$ cat config.mk
export PLATFORM = sky130hd
export DESIGN_NAME = usi_usart_slice
export DESIGN_NICKNAME = d
export VERILOG_FILES = /design/src/usi_pkg.sv /design/src/usi_usart_slice.sv
export SDC_FILE = /design/constraint.sdc
export NUM_CORES = 1
export LEC_CHECK = 0
export CAP_MARGIN = 20
export CORE_MARGIN = 5
export CORE_UTILIZATION = 55
export DETAILED_ROUTE_END_ITERATION = 10
export DONT_BUFFER_PORTS = 1
export GPL_ROUTABILITY_DRIVEN = 0
export PLACE_DENSITY_LB_ADDON = 0.2
export SYNTH_ARGS = -nofsm -noshare
export SYNTH_HDL_FRONTEND = slang
export SYNTH_SLANG_ARGS = --single-unit
$ cat constraint.sdc
create_clock -name core_clk_i -period 4.2 [get_ports core_clk_i]
set_clock_uncertainty 0.1 [all_clocks]
set_input_delay 0 -clock core_clk_i [delete_from_list [all_inputs] [get_ports core_clk_i]]
set_output_delay 0 -clock core_clk_i [all_outputs]
set_load 0.05 [all_outputs]
$ cat src/usi_pkg.sv
// Package with the register map, field layout and types of the USART slice.
package usi_pkg;

  // Register byte addresses on the AXI4-Lite port.
  localparam logic [31:0] ADDR_MODE = 32'h4002_4000;
  localparam logic [31:0] ADDR_IER  = 32'h4002_4008;
  localparam logic [31:0] ADDR_IRQ_DISABLE_SPI_VIEW = 32'h4002_400C;
  localparam logic [31:0] ADDR_IMR  = 32'h4002_4010;
  localparam logic [31:0] ADDR_ISR  = 32'h4002_4014;
  localparam logic [31:0] ADDR_ISO_BAUD_RATIO = 32'h4002_4040;
  localparam logic [31:0] ADDR_WPMR = 32'h4002_40E4;

  // Interrupt source bit positions, shared by enable, disable, mask, status.
  localparam int unsigned BIT_RX_READY   = 0;
  localparam int unsigned BIT_TX_READY   = 1;
  localparam int unsigned BIT_RX_END     = 3;
  localparam int unsigned BIT_TX_END     = 4;
  localparam int unsigned BIT_OVERRUN    = 5;
  localparam int unsigned BIT_TX_EMPTY   = 9;
  localparam int unsigned BIT_UNDERRUN   = 10;
  localparam int unsigned BIT_TXBUF_EMPT = 11;
  localparam int unsigned BIT_RXBUF_FULL = 12;
  localparam logic [31:0] IRQ_VALID      = 32'h0000_1E3B;

  // Operating mode field.
  localparam int unsigned MODE_W          = 4;
  localparam logic [3:0]  MODE_SPI_MASTER = 4'hE;
  localparam logic [3:0]  MODE_SPI_SLAVE  = 4'hF;
  localparam logic [3:0]  MODE_ISO7816    = 4'h4;
  localparam logic [3:0]  MODE_RST        = 4'h0;

  // Baud ratio field.
  localparam int unsigned RATIO_W   = 11;
  localparam logic [10:0] RATIO_RST = 11'h000;
  localparam logic [10:0] RATIO_MIN = 11'h003;

  // Write protection enable position in its mode register.
  localparam int unsigned WP_ENABLE_BIT = 0;

  localparam logic [1:0] RESP_OKAY   = 2'h0;
  localparam logic [1:0] RESP_SLVERR = 2'h2;

  // Interrupt events from the rest of the USART, one-cycle pulses or levels.
  typedef struct packed {
    logic receive_buffer_full;
    logic transmit_buffer_empty;
    logic underrun_error;
    logic transmitter_empty;
    logic overrun_error;
    logic transmit_transfer_end;
    logic receive_transfer_end;
    logic transmitter_ready;
    logic receiver_ready;
  } usi_evt_type;

endpackage

$ cat src/usi_usart_slice.sv
// AXI4-Lite register slice: interrupt disable, mask, status and ISO baud gen.
//
// Implementation choice: the AXI4-Lite slave port.
`timescale 1ns/1ps

module usi_usart_slice (
  input  wire logic                 core_clk_i,
  input  wire logic                 srst_i,
  input  wire logic [31:0]          s_axi_awaddr_i,
  input  wire logic                 s_axi_awvalid_i,
  output logic                      s_axi_awready_o,
  input  wire logic [31:0]          s_axi_wdata_i,
  input  wire logic [3:0]           s_axi_wstrb_i,
  input  wire logic                 s_axi_wvalid_i,
  output logic                      s_axi_wready_o,
  output logic [1:0]                s_axi_bresp_o,
  output logic                      s_axi_bvalid_o,
  input  wire logic                 s_axi_bready_i,
  input  wire logic [31:0]          s_axi_araddr_i,
  input  wire logic                 s_axi_arvalid_i,
  output logic                      s_axi_arready_o,
  output logic [31:0]               s_axi_rdata_o,
  output logic [1:0]                s_axi_rresp_o,
  output logic                      s_axi_rvalid_o,
  input  wire logic                 rready_unused_guard_i,
  input  wire usi_pkg::usi_evt_type irq_evt_i,
  input  wire logic                 sck_i,
  output logic [3:0]                mode_o,
  output logic                      baud_tick_o,
  output logic                      irq_o
);

  logic        aw_got_q;
  logic        w_got_q;
  logic [31:0] awaddr_q;
  logic [31:0] wdata_q;
  logic [3:0]  wstrb_q;
  logic        wr_fire;
  logic        wr_hit;
  logic        rd_hit;
  logic [31:0] rd_word;
  logic [31:0] wr_word;
  logic [31:0] evt_vec;
  logic [31:0] mask_q;
  logic [31:0] status_q;
  logic [3:0]  mode_q;
  logic        write_protect_enable_q;
  logic [31:0] ratio_wr;
  logic [10:0] ratio_q;
  logic [10:0] cnt_q;
  logic        sck_s1_q;
  logic        sck_s2_q;
  logic        sck_s3_q;
  logic        spi_mode;
  logic        iso_mode;

  // Byte lanes that the strobe leaves out keep the old value.
  function automatic logic [31:0] merge(input logic [31:0] old_v,
                                        input logic [31:0] new_v,
                                        input logic [3:0]  strb);
    logic [31:0] res;
    res = old_v;
    for (int i = 0; i < 4; i++) begin
      if (strb[i]) begin
        res[8*i +: 8] = new_v[8*i +: 8];
      end
    end
    return res;
  endfunction

  function automatic logic [31:0] word_addr(input logic [31:0] a);
    return {a[31:2], 2'h0};
  endfunction

  function automatic logic strb_low(input logic [3:0] strb);
    return strb[0];
  endfunction

  function automatic logic mapped(input logic [31:0] a);
    logic [31:0] w;
    w = word_addr(a);
    return (w == usi_pkg::ADDR_MODE) || (w == usi_pkg::ADDR_IER) ||
           (w == usi_pkg::ADDR_IRQ_DISABLE_SPI_VIEW) ||
           (w == usi_pkg::ADDR_IMR) || (w == usi_pkg::ADDR_ISR) ||
           (w == usi_pkg::ADDR_ISO_BAUD_RATIO) ||
           (w == usi_pkg::ADDR_WPMR);
  endfunction

  assign spi_mode = (mode_q == usi_pkg::MODE_SPI_MASTER) ||
                    (mode_q == usi_pkg::MODE_SPI_SLAVE);
  assign iso_mode = (mode_q == usi_pkg::MODE_ISO7816);
  assign wr_fire  = aw_got_q && w_got_q && !s_axi_bvalid_o;
  assign wr_hit   = mapped(awaddr_q);
  assign rd_hit   = mapped(s_axi_araddr_i);
  // Disable and enable act only on the bits the active layout defines.
  assign wr_word  = wdata_q & usi_pkg::IRQ_VALID &
                    ~(spi_mode ? 32'h0000_0000 :
                      (32'h0000_0001 << usi_pkg::BIT_UNDERRUN));

  always_comb begin
    evt_vec = 32'h0000_0000;
    evt_vec[usi_pkg::BIT_RX_READY]   = irq_evt_i.receiver_ready;
    evt_vec[usi_pkg::BIT_RX_END]     = irq_evt_i.receive_transfer_end;
    evt_vec[usi_pkg::BIT_OVERRUN]    = irq_evt_i.overrun_error;
    evt_vec[usi_pkg::BIT_RXBUF_FULL] = irq_evt_i.receive_buffer_full;
    evt_vec[usi_pkg::BIT_TX_READY]   = irq_evt_i.transmitter_ready;
    evt_vec[usi_pkg::BIT_TX_END]     = irq_evt_i.transmit_transfer_end;
    evt_vec[usi_pkg::BIT_TX_EMPTY]   = irq_evt_i.transmitter_empty;
    evt_vec[usi_pkg::BIT_TXBUF_EMPT] = irq_evt_i.transmit_buffer_empty;
    evt_vec[usi_pkg::BIT_UNDERRUN]   = irq_evt_i.underrun_error & spi_mode;
  end

  // Write channel: address and data are caught separately, in either order.
  always_ff @(posedge core_clk_i) begin
    if (srst_i) begin
      aw_got_q        <= 1'b0;
      s_axi_awready_o <= 1'b0;
      awaddr_q        <= 32'h0000_0000;
    end else if (s_axi_awvalid_i && s_axi_awready_o) begin
      aw_got_q        <= 1'b1;
      s_axi_awready_o <= 1'b0;
      awaddr_q        <= s_axi_awaddr_i;
    end else begin
      if (wr_fire) begin
        aw_got_q <= 1'b0;
      end
      s_axi_awready_o <= s_axi_awvalid_i && !aw_got_q && !s_axi_bvalid_o;
    end
  end

  always_ff @(posedge core_clk_i) begin
    if (srst_i) begin
      w_got_q        <= 1'b0;
      s_axi_wready_o <= 1'b0;
      wdata_q        <= 32'h0000_0000;
      wstrb_q        <= 4'h0;
    end else if (s_axi_wvalid_i && s_axi_wready_o) begin
      w_got_q        <= 1'b1;
      s_axi_wready_o <= 1'b0;
      wdata_q        <= s_axi_wdata_i;
      wstrb_q        <= s_axi_wstrb_i;
    end else begin
      if (wr_fire) begin
        w_got_q <= 1'b0;
      end
      s_axi_wready_o <= s_axi_wvalid_i && !w_got_q && !s_axi_bvalid_o;
    end
  end

  always_ff @(posedge core_clk_i) begin
    if (srst_i) begin
      s_axi_bvalid_o <= 1'b0;
      s_axi_bresp_o  <= usi_pkg::RESP_OKAY;
    end else if (wr_fire) begin
      s_axi_bvalid_o <= 1'b1;
      s_axi_bresp_o  <= wr_hit ? usi_pkg::RESP_OKAY : usi_pkg::RESP_SLVERR;
    end else if (s_axi_bready_i) begin
      s_axi_bvalid_o <= 1'b0;
    end
  end

  // Configuration registers.
  always_ff @(posedge core_clk_i) begin
    if (srst_i) begin
      mode_q <= usi_pkg::MODE_RST;
      write_protect_enable_q <= 1'b0;
    end else if (wr_fire && strb_low(wstrb_q)) begin
      if (word_addr(awaddr_q) == usi_pkg::ADDR_MODE) begin
        mode_q <= wdata_q[usi_pkg::MODE_W-1:0];
      end
      if (word_addr(awaddr_q) == usi_pkg::ADDR_WPMR) begin
        write_protect_enable_q <= wdata_q[usi_pkg::WP_ENABLE_BIT];
      end
    end
  end

  // Protected writes complete with OKAY but leave the ratio untouched.
  assign ratio_wr = merge({21'h00_0000, ratio_q}, wdata_q, wstrb_q);

  always_ff @(posedge core_clk_i) begin
    if (srst_i) begin
      ratio_q <= usi_pkg::RATIO_RST;
    end else if (wr_fire && !write_protect_enable_q &&
                 word_addr(awaddr_q) == usi_pkg::ADDR_ISO_BAUD_RATIO) begin
      ratio_q <= ratio_wr[usi_pkg::RATIO_W-1:0];
    end
  end

  // Mask: enable writes set bits, disable writes clear them.
  always_ff @(posedge core_clk_i) begin
    if (srst_i) begin
      mask_q <= 32'h0000_0000;
    end else if (wr_fire && wstrb_q == 4'hF) begin
      if (word_addr(awaddr_q) == usi_pkg::ADDR_IER) begin
        mask_q <= mask_q | wr_word;
      end
      if (word_addr(awaddr_q) == usi_pkg::ADDR_IRQ_DISABLE_SPI_VIEW) begin
        mask_q <= mask_q & ~wr_word;
      end
    end
  end

  // Sticky status, cleared by writing one; a new event wins over the clear.
  always_ff @(posedge core_clk_i) begin
    if (srst_i) begin
      status_q <= 32'h0000_0000;
    end else if (wr_fire && wstrb_q == 4'hF &&
                 word_addr(awaddr_q) == usi_pkg::ADDR_ISR) begin
      status_q <= (status_q & ~wdata_q) | evt_vec;
    end else begin
      status_q <= status_q | evt_vec;
    end
  end

  always_ff @(posedge core_clk_i) begin
    if (srst_i) begin
      irq_o <= 1'b0;
    end else begin
      irq_o <= |(status_q & mask_q);
    end
  end

  // Read channel.
  always_comb begin
    rd_word = 32'h0000_0000;
    case (word_addr(s_axi_araddr_i))
      usi_pkg::ADDR_MODE: rd_word[usi_pkg::MODE_W-1:0] = mode_q;
      usi_pkg::ADDR_IMR:  rd_word = mask_q;
      usi_pkg::ADDR_ISR:  rd_word = status_q;
      usi_pkg::ADDR_ISO_BAUD_RATIO: rd_word[usi_pkg::RATIO_W-1:0] = ratio_q;
      usi_pkg::ADDR_WPMR: rd_word[usi_pkg::WP_ENABLE_BIT] =
                            write_protect_enable_q;
      default:            rd_word = 32'h0000_0000;
    endcase
  end

  always_ff @(posedge core_clk_i) begin
    if (srst_i) begin
      s_axi_arready_o <= 1'b0;
      s_axi_rvalid_o  <= 1'b0;
      s_axi_rdata_o   <= 32'h0000_0000;
      s_axi_rresp_o   <= usi_pkg::RESP_OKAY;
    end else if (s_axi_arvalid_i && s_axi_arready_o) begin
      s_axi_arready_o <= 1'b0;
      s_axi_rvalid_o  <= 1'b1;
      s_axi_rdata_o   <= rd_word;
      s_axi_rresp_o   <= rd_hit ? usi_pkg::RESP_OKAY : usi_pkg::RESP_SLVERR;
    end else begin
      if (s_axi_rvalid_o && rready_unused_guard_i) begin
        s_axi_rvalid_o <= 1'b0;
      end
      s_axi_arready_o <= s_axi_arvalid_i && !s_axi_arready_o &&
                         !s_axi_rvalid_o;
    end
  end

  // Serial clock pin comes from outside, so it is synchronised first.
  always_ff @(posedge core_clk_i) begin
    if (srst_i) begin
      sck_s1_q <= 1'b0;
      sck_s2_q <= 1'b0;
      sck_s3_q <= 1'b0;
    end else begin
      sck_s1_q <= sck_i;
      sck_s2_q <= sck_s1_q;
      sck_s3_q <= sck_s2_q;
    end
  end

  // The divider counts rising edges of the pin clock, so that clock must be
  // well below half the core clock or edges are lost.
  always_ff @(posedge core_clk_i) begin
    if (srst_i) begin
      cnt_q       <= 11'h000;
      baud_tick_o <= 1'b0;
    end else if (!iso_mode || ratio_q == 11'h000) begin
      cnt_q       <= 11'h000;
      baud_tick_o <= 1'b0;
    end else if (sck_s2_q && !sck_s3_q) begin
      if (cnt_q + 11'h001 >= ratio_q) begin
        cnt_q       <= 11'h000;
        baud_tick_o <= 1'b1;
      end else begin
        cnt_q       <= cnt_q + 11'h001;
        baud_tick_o <= 1'b0;
      end
    end else begin
      baud_tick_o <= 1'b0;
    end
  end

  always_ff @(posedge core_clk_i) begin
    if (srst_i) begin
      mode_o <= usi_pkg::MODE_RST;
    end else begin
      mode_o <= mode_q;
    end
  end

endmodule

### Word level (Yosys, flattened, before mapping)

Index checks and enable logic that the tools add are counted.
W data, S select, Z words.

* add/sub/neg operators: 1
* $lt $le $gt $ge: 1
* eq/ne operators: 18
* mux-type cells: 19
* bitwise gates (word level): 12
* reductions and logical operators: 57

Operators by type and width (count)
* $eq A30 B29 Y1 const B: 14
* $and A32 B32 Y32: 3
* $mux W32: 3
* $not A32 Y32: 2
* $or A32 B13 Y32: 2
* $pmux W21 S2: 1
* $and A13 B32 Y32: 1
* $not A11 Y32: 1
* $or A32 B32 Y32: 1
* $reduce_or A32 Y1: 1
* $mux W11: 2
* $pmux W7 S3: 1
* $logic_and A1 B1 Y1: 18
* $logic_or A1 B1 Y1: 14
* $eq A4 B4 Y1 const B: 3
* $pmux W3 S4: 1
* $add A11 B1 Y11 const B: 1
* $ge A11 B11 Y1: 1
* $logic_not A11 Y1: 1
* $reduce_and A2 Y1: 5
* $reduce_bool A2 Y1: 5
* $logic_not A1 Y1: 8
* $mux W1: 8
* $reduce_or A2 Y1: 4
* 6 further kinds: 7

* register bits: 211
* bits of input ports: 117
* output and inout port bits: 47
* word-level logic and storage cells: 134

### Longest topological paths before layout

Gate-level depths: netlist (run 1).

* word-level depth: 8
* mapped depth: 10

### Worst setup path before layout (run 1)

OpenSTA, ideal clock, no wires.

* path kind: register to register
* from: register cnt_q[2]
* to: register cnt_q[10]
* library setup time: 0.060 ns
* data arrival time: 2.294 ns
* data required time: 4.040 ns
* setup slack: 1.746 ns
* cell stages (with the launch flop): 11
* buffers on the path: 0
* clock period less this slack: 2.454 ns
* cells stage by stage: dfxtp_1 > and3_1 > nand3_1 > nor2_1 > xor2_1 > ha_1 > a21oi_1 > o221ai_1 > nor4_4 > o21a_4 > a22o_1

* word-level cells in the longest chain between the ends: 3

Ends and longest elaborated chain
* start: declaration: RTL line usi_usart_slice.sv:50 `logic [10:0] cnt_q;`
* start signal: assignment: RTL line usi_usart_slice.sv:284 `cnt_q <= cnt_q + 11'h001;`
* $add A11 B1 Y11 *: RTL line usi_usart_slice.sv:280, usi_usart_slice.sv:284
* $ge A11 B11 Y1: RTL line usi_usart_slice.sv:280 `if (cnt_q + 11'h001 >= ratio_q) begin`
* $mux W11 *: RTL line usi_usart_slice.sv:280

Mark *: on every way between the ends. The rest lies on a longest branch, timed or not.
A chain may end at the register's enable or synchronous reset.

### Worst setup path after layout (run 1)

* from: register s_axi_arready_o
* to: register s_axi_rdata_o[27]

* word-level cells in the longest chain between the ends: 1

Ends and longest elaborated chain
* start: declaration: RTL line usi_usart_slice.sv:21 `output logic s_axi_arready_o,`
* start signal: assignment: RTL line usi_usart_slice.sv:252 `s_axi_arready_o <= s_axi_arvalid_i && !s_axi_arready_o &&`
* $logic_and A1 B1 Y1: RTL line usi_usart_slice.sv:243 `end else if (s_axi_arvalid_i && s_axi_arready_o) begin`
* end signal: assignment: RTL line usi_usart_slice.sv:246 `s_axi_rdata_o <= rd_word;`
* end: declaration: RTL line usi_usart_slice.sv:22 `output logic [31:0] s_axi_rdata_o,`

No other way between the ends.

==> results.sh, run 1 <==
export IMPL_ys_seq_area_share_pct=49.3
export IMPL_ir_drop_mv=0.336
export IMPL_drtPass1Iterations=5
export IMPL_multi_input_area_mm2=0.00350
export IMPL_vias=6616
export IMPL_synth_top_cell_by_area="dfxtp_1"
export IMPL_grt_pass1_wl_mm=32.9
export IMPL_max_freq_mhz=269
export IMPL_synth_cell_area_mm2=0.00746
export IMPL_syn_mean_instance_area_um2=8.72
export IMPL_intPower_mw=2.73
export IMPL_crit_fanout=21
export IMPL_fin_tns_setup_ns=0
export IMPL_layout_drive_gt1_share_pct=4.83
export IMPL_core_area_mm2=0.0133
export IMPL_ys_ff_latch=184
export IMPL_grt_max_degree=164
export IMPL_worst_pin_slew_ns=0.993
export IMPL_holdWs_ns=0.0270
export IMPL_cts_tree="done"
export IMPL_drc=0
export IMPL_vias_per_cell=5.85
export IMPL_cts_buffer_depth=2
export IMPL_slew_viol_final=0
export IMPL_cp_required_ns=4.46
export IMPL_crit_type="reg2reg"
export IMPL_outcome="completed"
export IMPL_drt_iter0_drc=480
export IMPL_htree_levels=4
export IMPL_end_kind="flip-flop"
export IMPL_place_hpwl_mm=13.3
export IMPL_ys_flop_type="dfxtp_1"
export IMPL_avgRoutedWirePerCell_um=18.1
export IMPL_setup_violations=0
export IMPL_synth_warnings=0
export IMPL_grt_pass1_vias=6544
export IMPL_grt_use_total_pct=25.2
export IMPL_pwr_share_seq_pct=51.7
export IMPL_p_per_area_mw_per_mm2=381
export IMPL_num_rows=42
export IMPL_insertion_delay_ns=0.42
export IMPL_antenna_found_initial=1
export IMPL_grt_ovfl_total=0
export IMPL_die_area_mm2=0.0160
export IMPL_sw_frac_of_total_pct=22.0
export IMPL_synthArstFlopShare_pct=0
export IMPL_netlist_top_cells_area="dfxtp_1 (49%), nand2_1 (8.5%), a21oi_1 (6.8%), nand2b_1 (3.5%), a22o_1 (3.2%)"
export IMPL_synth_top_cell_area_share_pct=49.3
export IMPL_io_pins=164
export IMPL_hold_path_class="in2reg"
export IMPL_path_clk_slew_ns=0.07
export IMPL_drv_cap=0
export IMPL_leakage_nw=3.45
export IMPL_cts_made_buffers=17
export IMPL_start_util_pct=56.1
export IMPL_slew_headroom_pct=33.8
export IMPL_area_growth_pct=23.1
export IMPL_critPathArrivalTime_ns=3.97
export IMPL_port_buffers=0
export IMPL_synth_edff_count=0
export IMPL_nNetsFinal=1070
export IMPL_hold_viol=0
export IMPL_cts_sinks=184
export IMPL_rsz0062_at_grt="false"
export IMPL_finalCriticalPeriod_ns=3.71
export IMPL_fill_cells=1012
export IMPL_layout_area_seq_mm2=0.00368
export IMPL_period_share_pct=88.4
export IMPL_netlist_instances=856
export IMPL_p_clk_share_pct=42.4
export IMPL_die_w_um=127
export IMPL_die_y_um=127
export IMPL_start_kind="flip-flop"
export IMPL_drtAntennaViolNets=0
export IMPL_ys_types=58
export IMPL_totalWireLength_mm=20.5
export IMPL_root_buffer="clkbuf_16"
export IMPL_p_switching_uw=771
export IMPL_pwr_share_comb_pct=5.9
-- layout by cell type (no fill, tap or decap), types with 4 or more instances in the layout --
master / netlist / layout
a22oi_1: 26 / 26
a21oi_1: 101 / 101
inv_1: 23 / 23
clkbuf_16: 0 / 17
o21ai_0: 11 / 11
nor3_1: 11 / 11
nor4_1: 15 / 15
dlygate4sd3_1: 0 / 107
nand2_1: 170 / 170
a22o_1: 27 / 27
nand4_1: 9 / 9
buf_4: 3 / 6
dfxtp_1: 184 / 184
mux2i_1: 23 / 23
nand2b_1: 42 / 42
and3_1: 6 / 6
ha_1: 12 / 12
xnor2_1: 6 / 6
nor2_1: 50 / 50
clkinv_2: 0 / 4
a311oi_1: 9 / 9
nor4b_1: 8 / 8
nor2b_1: 13 / 13
nand3_1: 10 / 10
-- cell families (layout without fill, tap and decap cells) --
family	Yosys count	in the layout	share of synthesized area, %
and+or+nand+nor	360	360	23.8
AOI/OAI and AO/OA	195	195	16.7
DFF	184	184	49.3
buffers and inverters	72	168	3.96
muxes	23	23	3.08
adders and majority gates	12	12	2.01
xor gates and xnor gates	9	9	1.06
other	1	4	0.0502
-- worst max-delay path, stage by stage (launching register included) --
cell	delay, ns
dfxtp_1	0.70
nand2_1	0.11
buf_4	0.26
or4_4	0.51
dlygate4sd3_1	0.66
nor3_4	0.27
buf_4	0.27
a22oi_1	0.08
dlygate4sd3_1	0.60
nor2_1	0.08
-- layer usage --
metal | vias up | track usage [%] | wire, µm
li1 | 3149 | - | -
met1 | 3165 | 31.0 | 8270
met2 | 262 | 42.9 | 10100
met3 | 40 | 6.47 | 1660
met4 | 0 | 9.15 | 481
met5 | - | 0 | 0
-- registers in the layout (all words and copies together), names as in the netlist, 4 cells and up, named ones only --
signal	flops
ratio_q	11
cnt_q	11
s_axi_rdata_o	32
mode_o	4
mode_q	4
awaddr_q	30
wdata_q	32
wstrb_q	4
status_q	32
-- final cells by class --
cell class	instances	share of cell area, %
well taps	176	2.40
flip-flops and latches	184	40.1
diodes	2	0.0545
inverters	23	0.940
multi-input cells	601	38.1
repair buffers	114	12.4
clock inverters	8	0.790
clock buffers	23	5.20
-- through the flow --
step	instance area (µm²)	cells	setup slack (ns)	utilization, %	power [mW]
floorplan	7470	857	1.75	-	1.95
global placement	7530	989	1.17	56.6	1.94
detailed placement	7530	989	1.12	56.6	1.95
CTS	9180	1128	0.0951	69.0	3.52
global route	9190	1130	0.366	69.1	3.62
finish	9190	1131	0.488	69.1	3.50
-- path summary, 6_finish.rpt --
check	startpoint	end	slack, ns	cells past startpoint
worst max-delay path	s_axi_arready_o	s_axi_rdata_o[27]	0.49	9
worst min-delay path	s_axi_araddr_i[2]	s_axi_rdata_o[4]	0.03	3
worst max register to register	s_axi_arready_o	s_axi_rdata_o[27]	0.49	9
worst min register to register	wdata_q[26]	status_q[26]	0.33	1
-- power by group through the flow --
stage | Sequential [mW] | Combinational [mW] | Clock, mW
2_1_floorplan | 1.84 | 0.106 | 0
3_3_place_gp | 1.85 | 0.0964 | 0
3_5_place_dp | 1.85 | 0.101 | 0
4_1_cts | 1.81 | 0.201 | 1.51
5_1_grt | 1.81 | 0.225 | 1.58
6_report | 1.81 | 0.206 | 1.49
-- synth_stat cells, types with 3 or more instances --
| cell type | number |
|---|---|
| o21ai_0 | 11 |
| mux2i_1 | 23 |
| nand4_1 | 9 |
| a22o_1 | 27 |
| a22oi_1 | 26 |
| nor4_1 | 15 |
| nor3b_1 | 3 |
| xnor2_1 | 6 |
| buf_1 | 3 |
| and3_1 | 6 |
| buf_4 | 3 |
| a31oi_1 | 3 |
| nor3_1 | 11 |
| a21oi_1 | 101 |
| buf_2 | 5 |
| and2_1 | 3 |
| a311oi_1 | 9 |
| dfxtp_1 | 184 |
| nor2b_1 | 13 |
| clkbuf_1 | 37 |
| nand3_1 | 10 |
| nand2b_1 | 42 |
| o211ai_1 | 3 |
| xor2_1 | 3 |
| nor2_1 | 50 |
| nand2_1 | 170 |
| ha_1 | 12 |
| inv_1 | 23 |
| nor4b_1 | 8 |
-- repair_timing --
action,CTS,global route
gates resized for setup,0,0
endpoints found under the hold margin,173,0
hold buffers,108,0
setup buffers,0,1
endpoints found under the setup margin,0,4
Power figures use the tool's default switching activity.
==> inputs of run 2 (changes only) <==
- GPL_TIMING_DRIVEN: not set -> 1
- MAX_ROUTING_LAYER: not set -> met4
- clock period: 4.2 -> 4.6 ns (I/O delays scaled with it)
==> run 2 against run 1 <==
Effect of this change: register-to-register slack gained 0.06 ns; largest power group unchanged; flip-flop and latch count is the same; global-route usage grew 1.4 points; clock power grew 9%; combinational power shrank 6%; utilization grew 1.2 points.
==> results.sh, run 2 (same netlist as run 1, synthesis figures left out) <==
export IMPL_rsz0062_at_grt="false"
export IMPL_crit_buf_inv=3
export IMPL_slew_headroom_pct=33.1
export IMPL_nNetsFinal=1075
export IMPL_path_cells="nand2_1 > buf_4 > or4_4 > dlygate4sd3_1 > nor3_4 > dlygate4sd3_1 > a22oi_1 > nor2_1"
export IMPL_crit_fanout=21
export IMPL_power_total_mw=3.47
export IMPL_hold_depth=4
export IMPL_hp_start="s_axi_araddr_i[7]"
export IMPL_r2r_slack_ns=0.55
export IMPL_intPower_mw=2.72
export IMPL_drt_iter0_drc=578
export IMPL_totalWireLength_mm=20.9
export IMPL_path_clk_slew_ns=0.07
export IMPL_holdWs_ns=0.0229
export IMPL_r2r_start="s_axi_arready_o"
export IMPL_fin_tns_setup_ns=0
export IMPL_pwr_share_seq_pct=47.6
export IMPL_finalCriticalPeriod_ns=4.05
export IMPL_end_kind="flip-flop"
export IMPL_mostFrequentLayoutCell="dfxtp_1"
export IMPL_crit_type="reg2reg"
export IMPL_reg2reg_depth=8
export IMPL_io_pins=164
export IMPL_sw_frac_of_total_pct=21.6
export IMPL_worst_pin_slew_ns=1.00
export IMPL_max_freq_mhz=247
export IMPL_area_growth_pct=25.2
export IMPL_grt_pass1_wl_mm=33.5
export IMPL_grtUsageMet3_pct=7.82
export IMPL_htree_levels=4
export IMPL_cts_buffer_depth=2
export IMPL_p_per_area_mw_per_mm2=371
export IMPL_utilization_pct=70.3
export IMPL_p_clk_share_pct=46.8
export IMPL_grt_use_total_pct=26.6
export IMPL_die_y_um=127
export IMPL_outcome="completed"
export IMPL_cts_made_buffers=17
export IMPL_final_cells=1135
export IMPL_period_share_pct=88.0
export IMPL_port_buffers=0
export IMPL_hold_path_class="in2reg"
export IMPL_drtPass1Iterations=5
export IMPL_vias=6659
export IMPL_insertion_delay_ns=0.44
export IMPL_leakage_nw=3.54
export IMPL_use_met1_pct=30.2
export IMPL_critical_path_top_delay_family="buffers and inverters"
export IMPL_avgRoutedWirePerCell_um=18.4
export IMPL_final_cell_mix="dfxtp_1 (184), nand2_1 (170), dlygate4sd3_1 (113)"
export IMPL_drc=0
export IMPL_fill_cells=1023
export IMPL_grt_max_degree=164
export IMPL_setup_violations=0
export IMPL_layout_drive_gt1_share_pct=5.01
export IMPL_cp_required_ns=4.87
export IMPL_num_rows=42
export IMPL_slew_viol_final=0
export IMPL_p_switching_uw=749
export IMPL_cp_common_cell="dlygate4sd3_1"
export IMPL_cts_tree="done"
export IMPL_core_area_mm2=0.0133
export IMPL_critPathArrivalTime_ns=4.32
export IMPL_place_hpwl_mm=13.1
export IMPL_grt_busiest_layer="met2"
export IMPL_hold_path_end="s_axi_rdata_o[3]"
export IMPL_ir_drop_mv=0.281
export IMPL_use_met2_pct=44.1
export IMPL_rr_endpoint="s_axi_rdata_o[29]"
export IMPL_reg_top3="s_axi_rdata_o x32, status_q x32, wdata_q x32"
export IMPL_vias_per_cell=5.87
export IMPL_drtAntennaViolNets=0
export IMPL_dp_cells=989
export IMPL_hold_viol=0
export IMPL_die_w_um=127
export IMPL_cts_sinks=184
export IMPL_antenna_found_initial=1
export IMPL_root_buffer="clkbuf_16"
export IMPL_start_util_pct=56.1
export IMPL_pwr_share_comb_pct=5.6
export IMPL_drv_cap=0
export IMPL_die_area_mm2=0.0160
export IMPL_grt_ovfl_total=0
export IMPL_cp_slowest_cell="dlygate4sd3_1"
export IMPL_slowest_delay_ns=1.10
export IMPL_grt_pass1_vias=6735
export IMPL_cts_resized=0
export IMPL_start_kind="flip-flop"
-- run 2: power groups by stage --
stage	Clock, mW	Sequential (mW)	Combinational, mW
2_1_floorplan	0	1.68	0.0965
3_3_place_gp	0	1.69	0.0880
3_5_place_dp	0	1.69	0.0926
4_1_cts	1.64	1.65	0.188
5_1_grt	1.71	1.65	0.210
6_report	1.62	1.65	0.193
-- run 2: layout make-up --
type | instances | area, µm² | area share [%]
antenna | 1 | 2.50 | 0.0268
clock inverter | 11 | 194 | 2.07
multi-input combinational | 601 | 3500 | 37.4
clock buffer | 20 | 467 | 4.99
tap | 176 | 220 | 2.36
inverter | 23 | 86.3 | 0.924
sequential | 184 | 3680 | 39.4
timing repair buffer | 119 | 1200 | 12.8
-- run 2: metal layers --
metal / up-vias / part of all wire (%)
li1: 3165 / -
met1: 3151 / 40
met2: 294 / 49
met3: 49 / 8.5
met4: 0 / 2.7
met5: - / 0
-- run 2: how the worst max path moves through the flow --
stage,slack [ns],cells past startpoint,end,startpoint
after global routing,0.37,8,s_axi_rdata_o[30],s_axi_arready_o
after floorplan,2.15,10,cnt_q[10],cnt_q[2]
after detailed placement,1.73,6,s_axi_rdata_o[27],s_axi_arready_o
after global placement,1.84,6,s_axi_rdata_o[28],s_axi_arready_o
final,0.55,8,s_axi_rdata_o[29],s_axi_arready_o
after CTS,0.55,8,s_axi_rdata_o[18],s_axi_arready_o
-- run 2: worst min-delay path, cell delays in order --
cell and delay (ns):
nor3_1 0.06, nand3_1 0.15, o21ai_0 0.11, a22o_1 0.19
-- run 2: metrics by stage --
step	setup WS, ns	instance area, µm²
after floorplan	2.15	7470
final	0.550	9350
after CTS	0.551	9350
after global routing	0.370	9350
after global placement	1.84	7530
after detailed placement	1.73	7530
-- run 2: timing repair --
item,in CTS,in global routing
buffers inserted,0,0
hold buffers,114,0
endpoints found under the hold margin,173,0
setup endpoints to repair,0,0
